File: src/common/sci_pkg.sv
// Constants, register map and carrier types of the serial transceiver
package sci_pkg;
	// Register indices on the plain register port
	localparam logic [2:0] ADDR_CTRL_A = 3'h0;
	localparam logic [2:0] ADDR_CTRL_B = 3'h1;
	localparam logic [2:0] ADDR_CTRL_C = 3'h2;
	localparam logic [2:0] ADDR_STATUS_A = 3'h3;
	localparam logic [2:0] ADDR_DATA = 3'h4;
	localparam logic [2:0] ADDR_BAUD = 3'h5;
	// serial_ctrl_a fields
	localparam int A_LOOP = 7;
	localparam int A_EN = 6;
	localparam int A_TX_POLARITY_FLIP = 5;
	localparam int A_LONG = 4;
	localparam int A_WAKE = 3;
	localparam int A_IDLE_COUNT_START_SEL = 2;
	localparam int A_PEN = 1;
	localparam int A_PTY = 0;
	// serial_ctrl_b fields
	localparam int B_TIE = 7;
	localparam int B_TX_DONE_IRQ_EN = 6;
	localparam int B_RIE = 5;
	localparam int B_ILIE = 4;
	localparam int B_TE = 3;
	localparam int B_RE = 2;
	localparam int B_RWU = 1;
	localparam int B_SBK = 0;
	// serial_ctrl_c fields
	localparam int C_R8 = 7;
	localparam int C_T8 = 6;
	localparam int C_OVERRUN_IRQ_EN = 3;
	localparam int C_NOISE_IRQ_EN = 2;
	localparam int C_FRAMING_IRQ_EN = 1;
	localparam int C_PARITY_IRQ_EN = 0;
	// Values after reset
	localparam logic [7:0] CTRL_RESET = 8'h00;
	localparam logic [7:0] STATUS_RESET = 8'hc0;
	localparam logic [7:0] BAUD_RESET = 8'h00;
	// Bit timing in RT ticks, sixteen per bit
	localparam logic [3:0] RT_SAMPLE_A = 4'h7;
	localparam logic [3:0] RT_SAMPLE_B = 4'h8;
	localparam logic [3:0] RT_SAMPLE_C = 4'h9;
	localparam logic [3:0] RT_LAST = 4'hf;
	// Data bits per character and bits per idle character
	localparam logic [3:0] DATA_SHORT = 4'h8;
	localparam logic [3:0] DATA_LONG = 4'h9;
	localparam logic [3:0] IDLE_SHORT = 4'ha;
	localparam logic [3:0] IDLE_LONG = 4'hb;

	typedef struct packed {
		logic tx_empty;
		logic tx_done;
		logic rx_full;
		logic idle;
		logic overrun;
		logic noise;
		logic framing;
		logic parity;
	} status_type;

	typedef enum logic [1:0] {
		LINE_IDLE = 2'b00,
		LINE_START = 2'b01,
		LINE_DATA = 2'b10,
		LINE_STOP = 2'b11
	} line_state_type;

	// Parity over the 8 or 9 data bits of a character
	function automatic logic parity_of(input logic [8:0] v,
		input logic long_char);
		parity_of = long_char ? ^v : ^v[7:0];
	endfunction
endpackage

File: src/rtl/sci_core.sv
// Asynchronous serial transceiver with error flags and register port
// What this block does
// - Overrun: keep old received character, drop the new one, set flag.
// - Noise flag set when any sampled bit of a character disagrees.
// - Framing flag set when the stop bit samples as 0.
// - Parity flag set when received parity mismatches configured parity.
// - Each error flag drives error interrupt only under its own enable.
// - Block keeps running in wait mode; enabled requests wake the CPU.
// - Stop mode halts the block; registers keep their values, the baud counter clears.
// - Debug break without permission: accesses never change status bits.
// - Debug break with permission: status bits clear and stay cleared.
// - Enabled block forces transmit pin output, receive pin input.
// - Loopback feeds transmitter into receiver, pin disconnected.
// - Unit enable gates block and baud; clearing sets tx flags.
// - Output inversion flips every transmitted level, idle included.
// - Length select gives 10 or 11 bit characters; parity takes top bit.
// - Wake select: 1 address mark wakes standby; 0 wakes only on a false start after an all-ones character, with idle count select clear.
// - Idle counting never advances when set; if clear it counts 1s from after start through the stop bit, never in idle.
// - Parity generated and checked in top bit, odd when select is 1.
// - Transmit enables gate empty and done flags onto transmit request.
// - Reset clears all control bits: 8 bit, no parity, disabled.
// - Framing flag rises with receive-full; breaks raise it too.
//
// The strobed register port and the register offsets were left to the implementer.
`timescale 1ns/1ps
module sci_core
	import sci_pkg::*;
(
	// Clock and reset
	input wire logic ref_clk,
	input wire logic reset,
	// Register port
	input wire logic [2:0] reg_addr,
	input wire logic [7:0] reg_wdata,
	input wire logic reg_write,
	input wire logic reg_read,
	output logic [7:0] reg_rdata,
	// System mode inputs
	input wire logic stop_mode,
	input wire logic debug_break,
	input wire logic break_clear_allow,
	// Port pins shared with the transceiver
	input wire logic port_dir_tx,
	input wire logic port_dir_rx,
	input wire logic port_out_tx,
	input wire logic rx_pin,
	output logic tx_pin,
	output logic tx_pin_oe,
	output logic rx_pin_oe,
	// Interrupt requests
	output logic err_irq,
	output logic tx_irq,
	output logic rx_irq,
	output logic cpu_wake
);

	logic [7:0] serial_ctrl_a;
	logic [7:0] serial_ctrl_b;
	logic [7:0] serial_ctrl_c;
	logic [7:0] baud_div;
	status_type serial_status_a;
	logic [7:0] serial_data_reg;
	logic [7:0] tx_hold;
	logic arm_rx;
	logic arm_tx;
	logic [7:0] baud_cnt;
	logic rt_tick;
	logic run;
	logic en;
	logic long_char;
	logic protect;
	logic clear_rx;
	logic clear_tx;
	// Transmitter
	line_state_type tx_state;
	logic [3:0] tx_rt;
	logic [3:0] tx_bit;
	logic [8:0] tx_shift;
	logic tx_line;
	logic tx_load;
	// Receiver
	line_state_type rx_state;
	logic [3:0] rx_rt;
	logic [3:0] rx_bit;
	logic [8:0] rx_shift;
	logic [1:0] rx_samp;
	logic rx_noise;
	logic rx_src;
	logic vote;
	logic unanimous;
	logic rx_done;
	logic [8:0] rx_char;
	logic rx_msb;
	logic [3:0] idle_cnt;
	logic idle_seen;
	logic idle_armed;

	assign en = serial_ctrl_a[A_EN];
	assign long_char = serial_ctrl_a[A_LONG];
	assign run = en && !stop_mode;
	assign protect = debug_break && !break_clear_allow;

	// Baud divider, one RT tick per divisor+1 clocks
	always_ff @(posedge ref_clk) begin
		if (reset || !run) begin
			baud_cnt <= 8'h00;
		end else if (baud_cnt == baud_div) begin
			baud_cnt <= 8'h00;
		end else begin
			baud_cnt <= baud_cnt + 8'h01;
		end
	end
	assign rt_tick = run && (baud_cnt == baud_div);

	// Pin ownership and loopback
	assign tx_pin = en ? (tx_line ^ serial_ctrl_a[A_TX_POLARITY_FLIP]) : port_out_tx;
	assign tx_pin_oe = en ? 1'b1 : port_dir_tx;
	assign rx_pin_oe = en ? 1'b0 : port_dir_rx;
	assign rx_src = serial_ctrl_a[A_LOOP] ? tx_line : rx_pin;

	// Control registers
	always_ff @(posedge ref_clk) begin
		if (reset) begin
			serial_ctrl_a <= CTRL_RESET;
			baud_div <= BAUD_RESET;
		end else if (reg_write && reg_addr == ADDR_CTRL_A) begin
			serial_ctrl_a <= reg_wdata;
		end else if (reg_write && reg_addr == ADDR_BAUD) begin
			baud_div <= reg_wdata;
		end
	end

	// Enables of transmitter and receiver only change while enabled
	always_ff @(posedge ref_clk) begin
		if (reset) begin
			serial_ctrl_b <= CTRL_RESET;
		end else begin
			if (reg_write && reg_addr == ADDR_CTRL_B) begin
				serial_ctrl_b <= reg_wdata;
				if (!en) begin
					serial_ctrl_b[B_TE] <= serial_ctrl_b[B_TE];
					serial_ctrl_b[B_RE] <= serial_ctrl_b[B_RE];
				end
			end
			if (rx_done && serial_ctrl_b[B_RWU]) begin
				if (serial_ctrl_a[A_WAKE] && rx_msb) begin
					serial_ctrl_b[B_RWU] <= 1'b0;
				end
			end
			if (idle_seen && serial_ctrl_b[B_RWU] && !serial_ctrl_a[A_WAKE]) begin
				serial_ctrl_b[B_RWU] <= 1'b0;
			end
		end
	end

	always_ff @(posedge ref_clk) begin
		if (reset) begin
			serial_ctrl_c <= CTRL_RESET;
		end else begin
			if (reg_write && reg_addr == ADDR_CTRL_C) begin
				serial_ctrl_c[6:0] <= reg_wdata[6:0];
			end
			if (rx_done && !serial_status_a.rx_full) begin
				serial_ctrl_c[C_R8] <= long_char ? rx_char[8] : rx_char[7];
			end
		end
	end

	// Two-step clears: arm by status read, finish by data access
	always_ff @(posedge ref_clk) begin
		if (reset) begin
			arm_rx <= 1'b0;
			arm_tx <= 1'b0;
		end else if (reg_read && reg_addr == ADDR_STATUS_A && !protect) begin
			arm_rx <= |serial_status_a[5:0];
			arm_tx <= serial_status_a.tx_empty;
		end
	end
	assign clear_rx = reg_read && reg_addr == ADDR_DATA && arm_rx && !protect;
	assign clear_tx = reg_write && reg_addr == ADDR_DATA && arm_tx && !protect;

	// Status flags; a set in the same cycle wins over a clear
	always_ff @(posedge ref_clk) begin
		if (reset) begin
			serial_status_a <= STATUS_RESET;
		end else begin
			if (clear_rx) begin
				serial_status_a.rx_full <= 1'b0;
				serial_status_a.idle <= 1'b0;
				serial_status_a.overrun <= 1'b0;
				serial_status_a.noise <= 1'b0;
				serial_status_a.framing <= 1'b0;
				serial_status_a.parity <= 1'b0;
			end
			if (clear_tx) begin
				serial_status_a.tx_empty <= 1'b0;
			end
			if (tx_load) begin
				serial_status_a.tx_empty <= 1'b1;
			end
			serial_status_a.tx_done <= serial_status_a.tx_empty && !clear_tx
				&& !tx_load && tx_state == LINE_IDLE;
			if (!en) begin
				serial_status_a.tx_empty <= 1'b1;
				serial_status_a.tx_done <= 1'b1;
			end
			if (rx_done && !(serial_ctrl_b[B_RWU]
				&& !(serial_ctrl_a[A_WAKE] && rx_msb))) begin
				if (serial_status_a.rx_full && !clear_rx) begin
					serial_status_a.overrun <= 1'b1;
				end else begin
					serial_status_a.rx_full <= 1'b1;
					serial_status_a.noise <= rx_noise || !unanimous;
					serial_status_a.framing <= !vote;
					serial_status_a.parity <= serial_ctrl_a[A_PEN]
						&& (parity_of(rx_char, long_char)
						!= serial_ctrl_a[A_PTY]);
				end
			end
			if (idle_seen && idle_armed && !serial_ctrl_b[B_RWU]) begin
				serial_status_a.idle <= 1'b1;
			end
		end
	end

	// Idle flag needs a received character since it was last cleared
	always_ff @(posedge ref_clk) begin
		if (reset || (clear_rx && serial_status_a.idle)) begin
			idle_armed <= 1'b0;
		end else if (rx_done) begin
			idle_armed <= 1'b1;
		end else if (idle_seen) begin
			idle_armed <= 1'b0;
		end
	end

	// Data register: read side holds received data, write side feeds tx
	always_ff @(posedge ref_clk) begin
		if (reset) begin
			serial_data_reg <= 8'h00;
			tx_hold <= 8'h00;
		end else begin
			if (reg_write && reg_addr == ADDR_DATA) begin
				tx_hold <= reg_wdata;
			end
			if (rx_done && !(serial_status_a.rx_full && !clear_rx)
				&& !(serial_ctrl_b[B_RWU]
				&& !(serial_ctrl_a[A_WAKE] && rx_msb))) begin
				serial_data_reg <= rx_char[7:0];
			end
		end
	end

	// Read data one cycle after the strobe
	always_ff @(posedge ref_clk) begin
		if (reset) begin
			reg_rdata <= 8'h00;
		end else if (reg_read) begin
			case (reg_addr)
				ADDR_CTRL_A: reg_rdata <= serial_ctrl_a;
				ADDR_CTRL_B: reg_rdata <= serial_ctrl_b;
				ADDR_CTRL_C: reg_rdata <= serial_ctrl_c;
				ADDR_STATUS_A: reg_rdata <= serial_status_a;
				ADDR_DATA: reg_rdata <= serial_data_reg;
				ADDR_BAUD: reg_rdata <= baud_div;
				default: reg_rdata <= 8'h00;
			endcase
		end
	end

	// Transmitter: takes the holding byte when the empty flag is clear
	assign tx_load = run && serial_ctrl_b[B_TE] && tx_state == LINE_IDLE
		&& !serial_status_a.tx_empty && rt_tick;
	always_ff @(posedge ref_clk) begin
		if (reset || !en) begin
			tx_state <= LINE_IDLE;
			tx_rt <= 4'h0;
			tx_bit <= 4'h0;
			tx_shift <= 9'h000;
		end else if (rt_tick) begin
			tx_rt <= tx_rt + 4'h1;
			case (tx_state)
				LINE_IDLE: begin
					tx_rt <= 4'h0;
					if (tx_load) begin
						tx_state <= LINE_START;
						tx_bit <= 4'h0;
						tx_shift <= {serial_ctrl_c[C_T8], tx_hold};
						if (serial_ctrl_a[A_PEN] && long_char) begin
							tx_shift[8] <= parity_of({1'b0, tx_hold}, 1'b1)
								^ serial_ctrl_a[A_PTY];
						end else if (serial_ctrl_a[A_PEN]) begin
							tx_shift[7] <= parity_of({2'b00, tx_hold[6:0]},
								1'b0) ^ serial_ctrl_a[A_PTY];
						end
					end
				end
				LINE_START: begin
					if (tx_rt == RT_LAST) begin
						tx_state <= LINE_DATA;
					end
				end
				LINE_DATA: begin
					if (tx_rt == RT_LAST) begin
						tx_shift <= {1'b1, tx_shift[8:1]};
						tx_bit <= tx_bit + 4'h1;
						if (tx_bit == (long_char ? DATA_LONG : DATA_SHORT)
							- 4'h1) begin
							tx_state <= LINE_STOP;
						end
					end
				end
				LINE_STOP: begin
					if (tx_rt == RT_LAST) begin
						tx_state <= LINE_IDLE;
					end
				end
				default: tx_state <= LINE_IDLE;
			endcase
		end
	end
	assign tx_line = (tx_state == LINE_START) ? 1'b0
		: (tx_state == LINE_DATA) ? tx_shift[0] : 1'b1;

	// Receiver: three samples per bit, majority vote
	assign vote = (rx_samp[1] & rx_samp[0]) | (rx_src & (rx_samp[1] | rx_samp[0]));
	assign unanimous = (rx_samp[1] == rx_samp[0]) && (rx_samp[0] == rx_src);
	assign rx_done = rt_tick && rx_state == LINE_STOP && rx_rt == RT_SAMPLE_C;
	assign rx_char = rx_shift;
	assign rx_msb = long_char ? rx_shift[8] : rx_shift[7];
	always_ff @(posedge ref_clk) begin
		if (reset || !en || !serial_ctrl_b[B_RE]) begin
			rx_state <= LINE_IDLE;
			rx_rt <= 4'h0;
			rx_bit <= 4'h0;
			rx_shift <= 9'h000;
			rx_samp <= 2'b11;
			rx_noise <= 1'b0;
		end else if (rt_tick) begin
			rx_rt <= rx_rt + 4'h1;
			if (rx_rt == RT_SAMPLE_A || rx_rt == RT_SAMPLE_B) begin
				rx_samp <= {rx_samp[0], rx_src};
			end
			case (rx_state)
				LINE_IDLE: begin
					rx_rt <= 4'h1;
					rx_noise <= 1'b0;
					rx_bit <= 4'h0;
					if (!rx_src) begin
						rx_state <= LINE_START;
					end
					if (rx_src) begin
						rx_rt <= 4'h0;
					end
				end
				LINE_START: begin
					if (rx_rt == RT_SAMPLE_C) begin
						rx_noise <= !unanimous;
						if (vote) begin
							rx_state <= LINE_IDLE;
						end
					end else if (rx_rt == RT_LAST) begin
						rx_state <= LINE_DATA;
					end
				end
				LINE_DATA: begin
					if (rx_rt == RT_SAMPLE_C) begin
						rx_noise <= rx_noise || !unanimous;
						rx_shift <= long_char ? {vote, rx_shift[8:1]}
							: {1'b0, vote, rx_shift[7:1]};
						rx_bit <= rx_bit + 4'h1;
					end else if (rx_rt == RT_LAST && rx_bit ==
						(long_char ? DATA_LONG : DATA_SHORT)) begin
						rx_state <= LINE_STOP;
					end
				end
				LINE_STOP: begin
					if (rx_rt == RT_SAMPLE_C) begin
						rx_state <= LINE_IDLE;
					end
				end
				default: rx_state <= LINE_IDLE;
			endcase
		end
	end

	// Idle line: count whole bit times of 1s
	always_ff @(posedge ref_clk) begin
		if (reset || !en || !serial_ctrl_b[B_RE]) begin
			idle_cnt <= 4'h0;
		end else if (rt_tick && rx_rt == RT_SAMPLE_C) begin
			if (!vote || rx_state == LINE_START
				|| (serial_ctrl_a[A_IDLE_COUNT_START_SEL] && rx_state != LINE_IDLE)) begin
				idle_cnt <= 4'h0;
			end else if (idle_cnt != IDLE_LONG) begin
				idle_cnt <= idle_cnt + 4'h1;
			end
		end else if (rt_tick && rx_state == LINE_IDLE && rx_rt == 4'h0
			&& rx_src && idle_cnt != IDLE_LONG && rx_bit == 4'h0) begin
			idle_cnt <= idle_cnt;
		end
	end
	assign idle_seen = rt_tick && rx_rt == RT_SAMPLE_C && vote
		&& idle_cnt == (long_char ? IDLE_LONG : IDLE_SHORT) - 4'h1;

	// Interrupt requests stay up while their flags stay set, except rx in standby (RWU set) and tx while the unit is disabled
	assign err_irq = (serial_status_a.overrun && serial_ctrl_c[C_OVERRUN_IRQ_EN])
		|| (serial_status_a.noise && serial_ctrl_c[C_NOISE_IRQ_EN])
		|| (serial_status_a.framing && serial_ctrl_c[C_FRAMING_IRQ_EN])
		|| (serial_status_a.parity && serial_ctrl_c[C_PARITY_IRQ_EN]);
	assign tx_irq = en && ((serial_status_a.tx_empty && serial_ctrl_b[B_TIE])
		|| (serial_status_a.tx_done && serial_ctrl_b[B_TX_DONE_IRQ_EN]));
	assign rx_irq = !serial_ctrl_b[B_RWU]
		&& ((serial_status_a.rx_full && serial_ctrl_b[B_RIE])
		|| (serial_status_a.idle && serial_ctrl_b[B_ILIE]));
	assign cpu_wake = err_irq || tx_irq || rx_irq;

endmodule

File: config.mk
export PLATFORM = sky130hd
export DESIGN_NAME = sci_core
export DESIGN_NICKNAME = d
export VERILOG_FILES = /design/src/common/sci_pkg.sv /design/src/rtl/sci_core.sv
export SDC_FILE = /design/constraint.sdc
export NUM_CORES = 1
export LEC_CHECK = 0
export BUFFER_PORTS_ARGS = -buffer_cell sky130_fd_sc_hd__buf_2
export CAP_MARGIN = 20
export CORE_UTILIZATION = 35
export CTS_CLUSTER_SIZE = 24
export DETAILED_ROUTE_END_ITERATION = 7
export GPL_TIMING_DRIVEN = 0
export HOLD_SLACK_MARGIN = 0.12
export SETUP_SLACK_MARGIN = 0.3
export SLEW_MARGIN = 20
export SYNTH_ARGS = -nofsm -noshare
export SYNTH_HDL_FRONTEND = slang
export SYNTH_SLANG_ARGS = --single-unit
File: constraint.sdc
create_clock -name ref_clk -period 3.4 [get_ports ref_clk]
set_input_delay 0.51 -clock ref_clk [delete_from_list [all_inputs] [get_ports ref_clk]]
set_output_delay 0.51 -clock ref_clk [all_outputs]
set_load 0.01 [all_outputs]
Word-level counts from Yosys, hierarchy flattened
Index checks and enable logic that the tools add are counted.
{"block": "word_totals", "register_bits": 120, "latchBits": 0, "mem_bits_rw": 0, "rom_bits": 0, "input_bits": 22, "wordCells": 261, "mem_count": 0}
{"block": "op_classes", "n_addsub": 8, "multipliers": 0, "n_div": 0, "n_lt_le_gt_ge": 0, "eq_ne": 37, "n_shift": 0, "mux": 57, "n_bitwise": 9, "n_reduce_logical": 117}
{"op": "1-bit logical AND", "n": 55}
{"op": "8-bit one-hot mux with 6 select lines", "n": 1}
{"op": "4-bit two-way mux", "n": 8}
{"op": "9-bit two-way mux", "n": 3}
{"op": "2-bit two-way mux", "n": 13}
{"op": "1-bit two-way mux", "n": 24}
{"op": "4-bit by 1-bit adder with 4-bit output, second input constant", "n": 5}
{"op": "2-bit != test, second input constant", "n": 10}
{"op": "1-bit logical NOT", "n": 18}
{"op": "9-bit one-hot mux with 2 select lines", "n": 1}
{"op": "9-bit parity", "n": 2}
{"op": "4-bit equality test, second input constant", "n": 4}
{"op": "2-bit one-hot mux with 4 select lines", "n": 2}
{"op": "4-bit one-hot mux with 2 select lines", "n": 2}
{"op": "8-bit parity", "n": 2}
{"op": "1-bit logical OR", "n": 15}
{"op": "4-bit equality test", "n": 3}
{"op": "2-bit nonzero test", "n": 6}
{"op": "8-bit by 1-bit adder with 8-bit output, second input constant", "n": 1}
{"op": "2-bit equality test, second input constant", "n": 4}
{"op": "8-bit equality test", "n": 1}
{"op": "2-bit AND reduction", "n": 4}
{"op": "4-bit AND reduction", "n": 2}
{"op": "4-bit by 1-bit subtractor with 4-bit output, second input constant", "n": 2}
{"op": "other kinds (26)", "n": 40}

Logic depth before layout (Yosys ltp)
{"block": "logic_depth", "ltp_word": 11, "mapped_depth": 10, "mapped_depth_nobuf": 7}

Worst setup path after synthesis
No wires, ideal clock.
{"block": "synth_timing", "path_kind": "register to register", "startpoint": "register baud_cnt[2]", "endpoint": "register tx_rt[3]", "setup_time_ns": 0.071, "arrival_time_ns": 2.200, "setup_slack_ns": 1.128, "stages_incl_launch_ff": 8, "n_path_buf": 2, "synth_period_minus_slack_ns": 2.272, "cell_sequence": "dfxtp_1 -> xor2_1 -> or4_1 -> clkbuf_2 -> or3_1 -> buf_2 -> or4_1 -> a21oi_1"}
{"block": "synth_via", "elab_chain_len": 2}
{"item": "start, declared", "line": "sci_core.sv:66", "source": "logic [7:0] baud_cnt;"}
{"item": "start signal, assigned", "line": "sci_core.sv:110", "source": "baud_cnt <= baud_cnt + 8'h01;"}
{"item": "8-bit equality test", "line": "sci_core.sv:113", "source": "assign rt_tick = run && (baud_cnt == baud_div);"}
{"item": "1-bit logical AND", "line": "sci_core.sv:113"}
{"item": "end signal, assigned", "line": "sci_core.sv:281", "source": "tx_rt <= tx_rt + 4'h1;"}
{"item": "end, declared", "line": "sci_core.sv:76", "source": "logic [3:0] tx_rt;"}
No other way between the ends.
A chain may end at the register's enable or synchronous reset.

Worst setup path in the final report
{"block": "layout_timing", "startpoint": "register baud_cnt[3]", "endpoint": "register serial_data_reg[7]"}
{"block": "layout_via", "elab_chain_len": 6}
{"item": "8-bit equality test", "line": "sci_core.sv:113"}
{"item": "1-bit logical AND", "line": "sci_core.sv:113"}
{"item": "1-bit logical AND (2 in a row)", "line": "sci_core.sv:328", "source": "assign rx_done = rt_tick && rx_state == LINE_STOP && rx_rt == RT_SAMPLE_C;"}
{"item": "1-bit logical AND", "line": "sci_core.sv:246", "source": "if (rx_done && !(serial_status_a.rx_full && !clear_rx)"}
{"item": "1-bit logical AND", "line": "sci_core.sv:247", "source": "&& !(serial_ctrl_b[B_RWU]"}
{"item": "end signal, assigned", "line": "sci_core.sv:249", "source": "serial_data_reg <= rx_char[7:0];"}
{"item": "end, declared", "line": "sci_core.sv:62", "source": "logic [7:0] serial_data_reg;"}
No other way between the ends.

==> impl_metrics.ini <==
[detailed_routing]
ant_nets = 0
drc = 0
wl_mm = 17.5
wire_per_inst_um = 17.0
first_iter_violations = 415
via_per_inst = 5.39
drt-pass1-iter-count = 5
vias = 5563

[cts]
htree_levels = 4
clkTransAtPathRegs_ps = 50
post_cts_resized = 0
cts_tree = yes
clock-sinks = 120
cts_hold_buf = 0
cts.path.max_buffers = 2
cts_buffers = 17
insertion_delay_ps = 430
cts-root-buf = clkbuf_16
post_cts_buffers = 0

[sta]
max_slew.worst_pin.slew_ps = 930
relSlewSlack_pct = 37.5
setup_ws_ps = 684
final_max_slew_viol_count = 0
clock_skew_ps = 6.89
max_freq_ghz = 0.368
rsz0062_at_grt = no
fin_setup_tns_ps = 0
fin_crit_ps = 2720
setup_violations = 0
fin_hold_ws_ps = 385
finalCritPeriodShare_pct = 79.9
finalHoldViolations = 0

[synthesis]
postSynthCellCount = 742
synth-edff-count = 0
synthSimpleGateAreaFrac_pct = 22.2
ys_types = 56
synth_common_cells = 120 x dfxtp_1, 91 x nand2_1, 64 x nor2_1
yosys_warnings = 0
synth_top_area_cell = dfxtp_1
syn_avg_cell_area_um2 = 8.40
synthAdderAreaFrac_pct = 3.81
ys_seq_area_share_pct = 38.5
synth-compound-area-share_pct = 15.1
synth_top_area_share_pct = 38.5
synth_top_family_by_area = simple AND/OR/NAND/NOR gates
ys_ff_latch = 120
synth_xor_area_share_pct = 5.02
synthTopCellsByArea = dfxtp_1 39%, mux2i_1 7.7%, nand2_1 5.5%, a21oi_1 4.9%, nor2_1 3.9%
netlist_area_mm2 = 0.00623
synth_ff_type = dfxtp_1
synth.area.mux_share_pct = 11.1
synth_most_common_cell = dfxtp_1
syn_nets = 783
postSynth.asyncResetShare_pct = 0

[worst_setup_path]
crit_fanout = 10
worstPathArrival_ps = 3070
cp.required_ps = 3750
cp.buffers_inverters = 2
timing.rr.end = serial_data_reg[7]
path_cells = xor2_1 -> or4_1 -> clkbuf_1 -> nor4_1 -> clkbuf_1 -> nand4_1 -> a21oi_1
reg2reg_from = baud_cnt[3]
crit_path_end_kind = flip-flop
cpPeakStageDelay_ps = 530
crit_type = flip-flop to flip-flop
cp_top_family = simple AND/OR/NAND/NOR gates
crit_top_cell = clkbuf_1
startpoint_type = flip-flop
cp.depth = 7
cp_slowest_cell = or4_1
r2r_setup_slack_ps = 680
reg2regPathDepth = 7

[min_path]
holdPathStages = 3
hold_end = tx_hold[7]
min_from = reg_wdata[7]
hold_path.class = primary input to flip-flop

[grt]
grtUsageTotal_pct = 20.0
grt_pass1_vias = 5136
gr-total-overflow = 0
grt_pass1_wl_mm = 27.8
grt_max_degree = 17
antenna_found_initial = 0

[finish]
sequential_cell_area_mm2 = 0.00240
instances_no_fill = 1032
multi_input_area_mm2 = 0.00357
syn2layout_area_growth_pct = 17.2
drive_gt1_share_pct = 10.4
nNetsFinal = 835
fill_cells = 1740
n_antenna_cell = 0

[place]
placed_cells = 1000
gp_congestion = 0.924
pre_cts_slack_ps = 700
port_buffers = 33
place_hpwl_mm = 12.8

[status]
outcome = finished clean

[die]
die_area_mm2 = 0.0183
core_area_mm2 = 0.0174
die_h_um = 135
start_util_pct = 35.9
die_w_um = 135
rows = 48
pin_count = 37

[job]
max-cap-violations = 0

[power_and_ir_drop]
leakage_nw = 2.71
powerDensity_mw_per_mm2 = 482
ir_drop_mv = 0.387
-- cells by family after synthesis --
family                     Yosys count
xor gates and xnor gates            34
buffers and inverters               68
AOI/OAI and AO/OA                  155
adders and majority gates           19
and+or+nand+nor                    282
muxes                               64
DFF                                120
-- through the flow --
| step | util (%) | instance area (µm²) | power, mW |
|---|---|---|---|
| 2_1_floorplan | - | 6230 | 1.56 |
| 3_3_place_gp | 38.5 | 6680 | 1.63 |
| 3_5_place_dp | 38.5 | 6680 | 1.63 |
| 4_1_cts | 42.1 | 7300 | 3.54 |
| 5_1_grt | 42.1 | 7300 | 3.62 |
| 6_report | 42.1 | 7300 | 3.52 |
-- per-layer routing --
metal | part of all wire, % | vias up | GRT usage (%)
met5 | 0 | - | 0
met1 | 48 | 2637 | 27.5
met2 | 45 | 161 | 30.3
li1 | - | 2737 | -
met3 | 5.4 | 28 | 5.42
met4 | 1.7 | 0 | 6.30
-- cell type report --
class / instances / share of cell area (%)
Buffer: 45 / 2.36
Clock buffer: 24 / 6.59
Clock inverter: 8 / 1.95
Inverter: 23 / 1.18
Multi-Input combinational cell: 554 / 48.9
Sequential cell: 120 / 32.9
Tap cell: 225 / 3.85
Timing Repair Buffer: 33 / 2.26
-- power breakdown --
group / total (mW) / switching (mW) / internal [mW]
logic: 0.170 / 0.110 / 0.0598
clock network: 1.92 / 0.636 / 1.28
registers: 1.44 / 0.0132 / 1.42
-- worst max path at each step --
stage / startpoint / end / slack [ps]
CTS: tx_state[0] / tx_pin / 680
detailed placement: stop_mode / tx_shift[2] / 700
global route: baud_cnt[3] / serial_data_reg[7] / 440
finish: baud_cnt[3] / serial_data_reg[7] / 680
global placement: stop_mode / tx_shift[5] / 720
floorplan: baud_cnt[2] / tx_rt[3] / 1130
-- worst reg2reg max path, stage by stage (launching register included) --
cell and delay [ps]:
dfxtp_1 430, xor2_1 190, or4_1 530, clkbuf_1 230, nor4_1 520, clkbuf_1 370, nand4_1 190, a21oi_1 180
-- layout by cell type (no fill, tap or decap), types with 13 or more instances in the layout --
cell         n
ha_1        19
mux2i_1     48
o21ai_0     30
dfxtp_1    120
a21oi_1     61
xnor2_1     18
mux2_2      13
buf_2       35
clkbuf_1    43
nand4_1     18
nand2b_1    14
nand2_1     91
inv_1       23
nor2_1      64
clkbuf_16   17
xor2_1      15
nand3_1     24
Power figures use the tool's default switching activity.
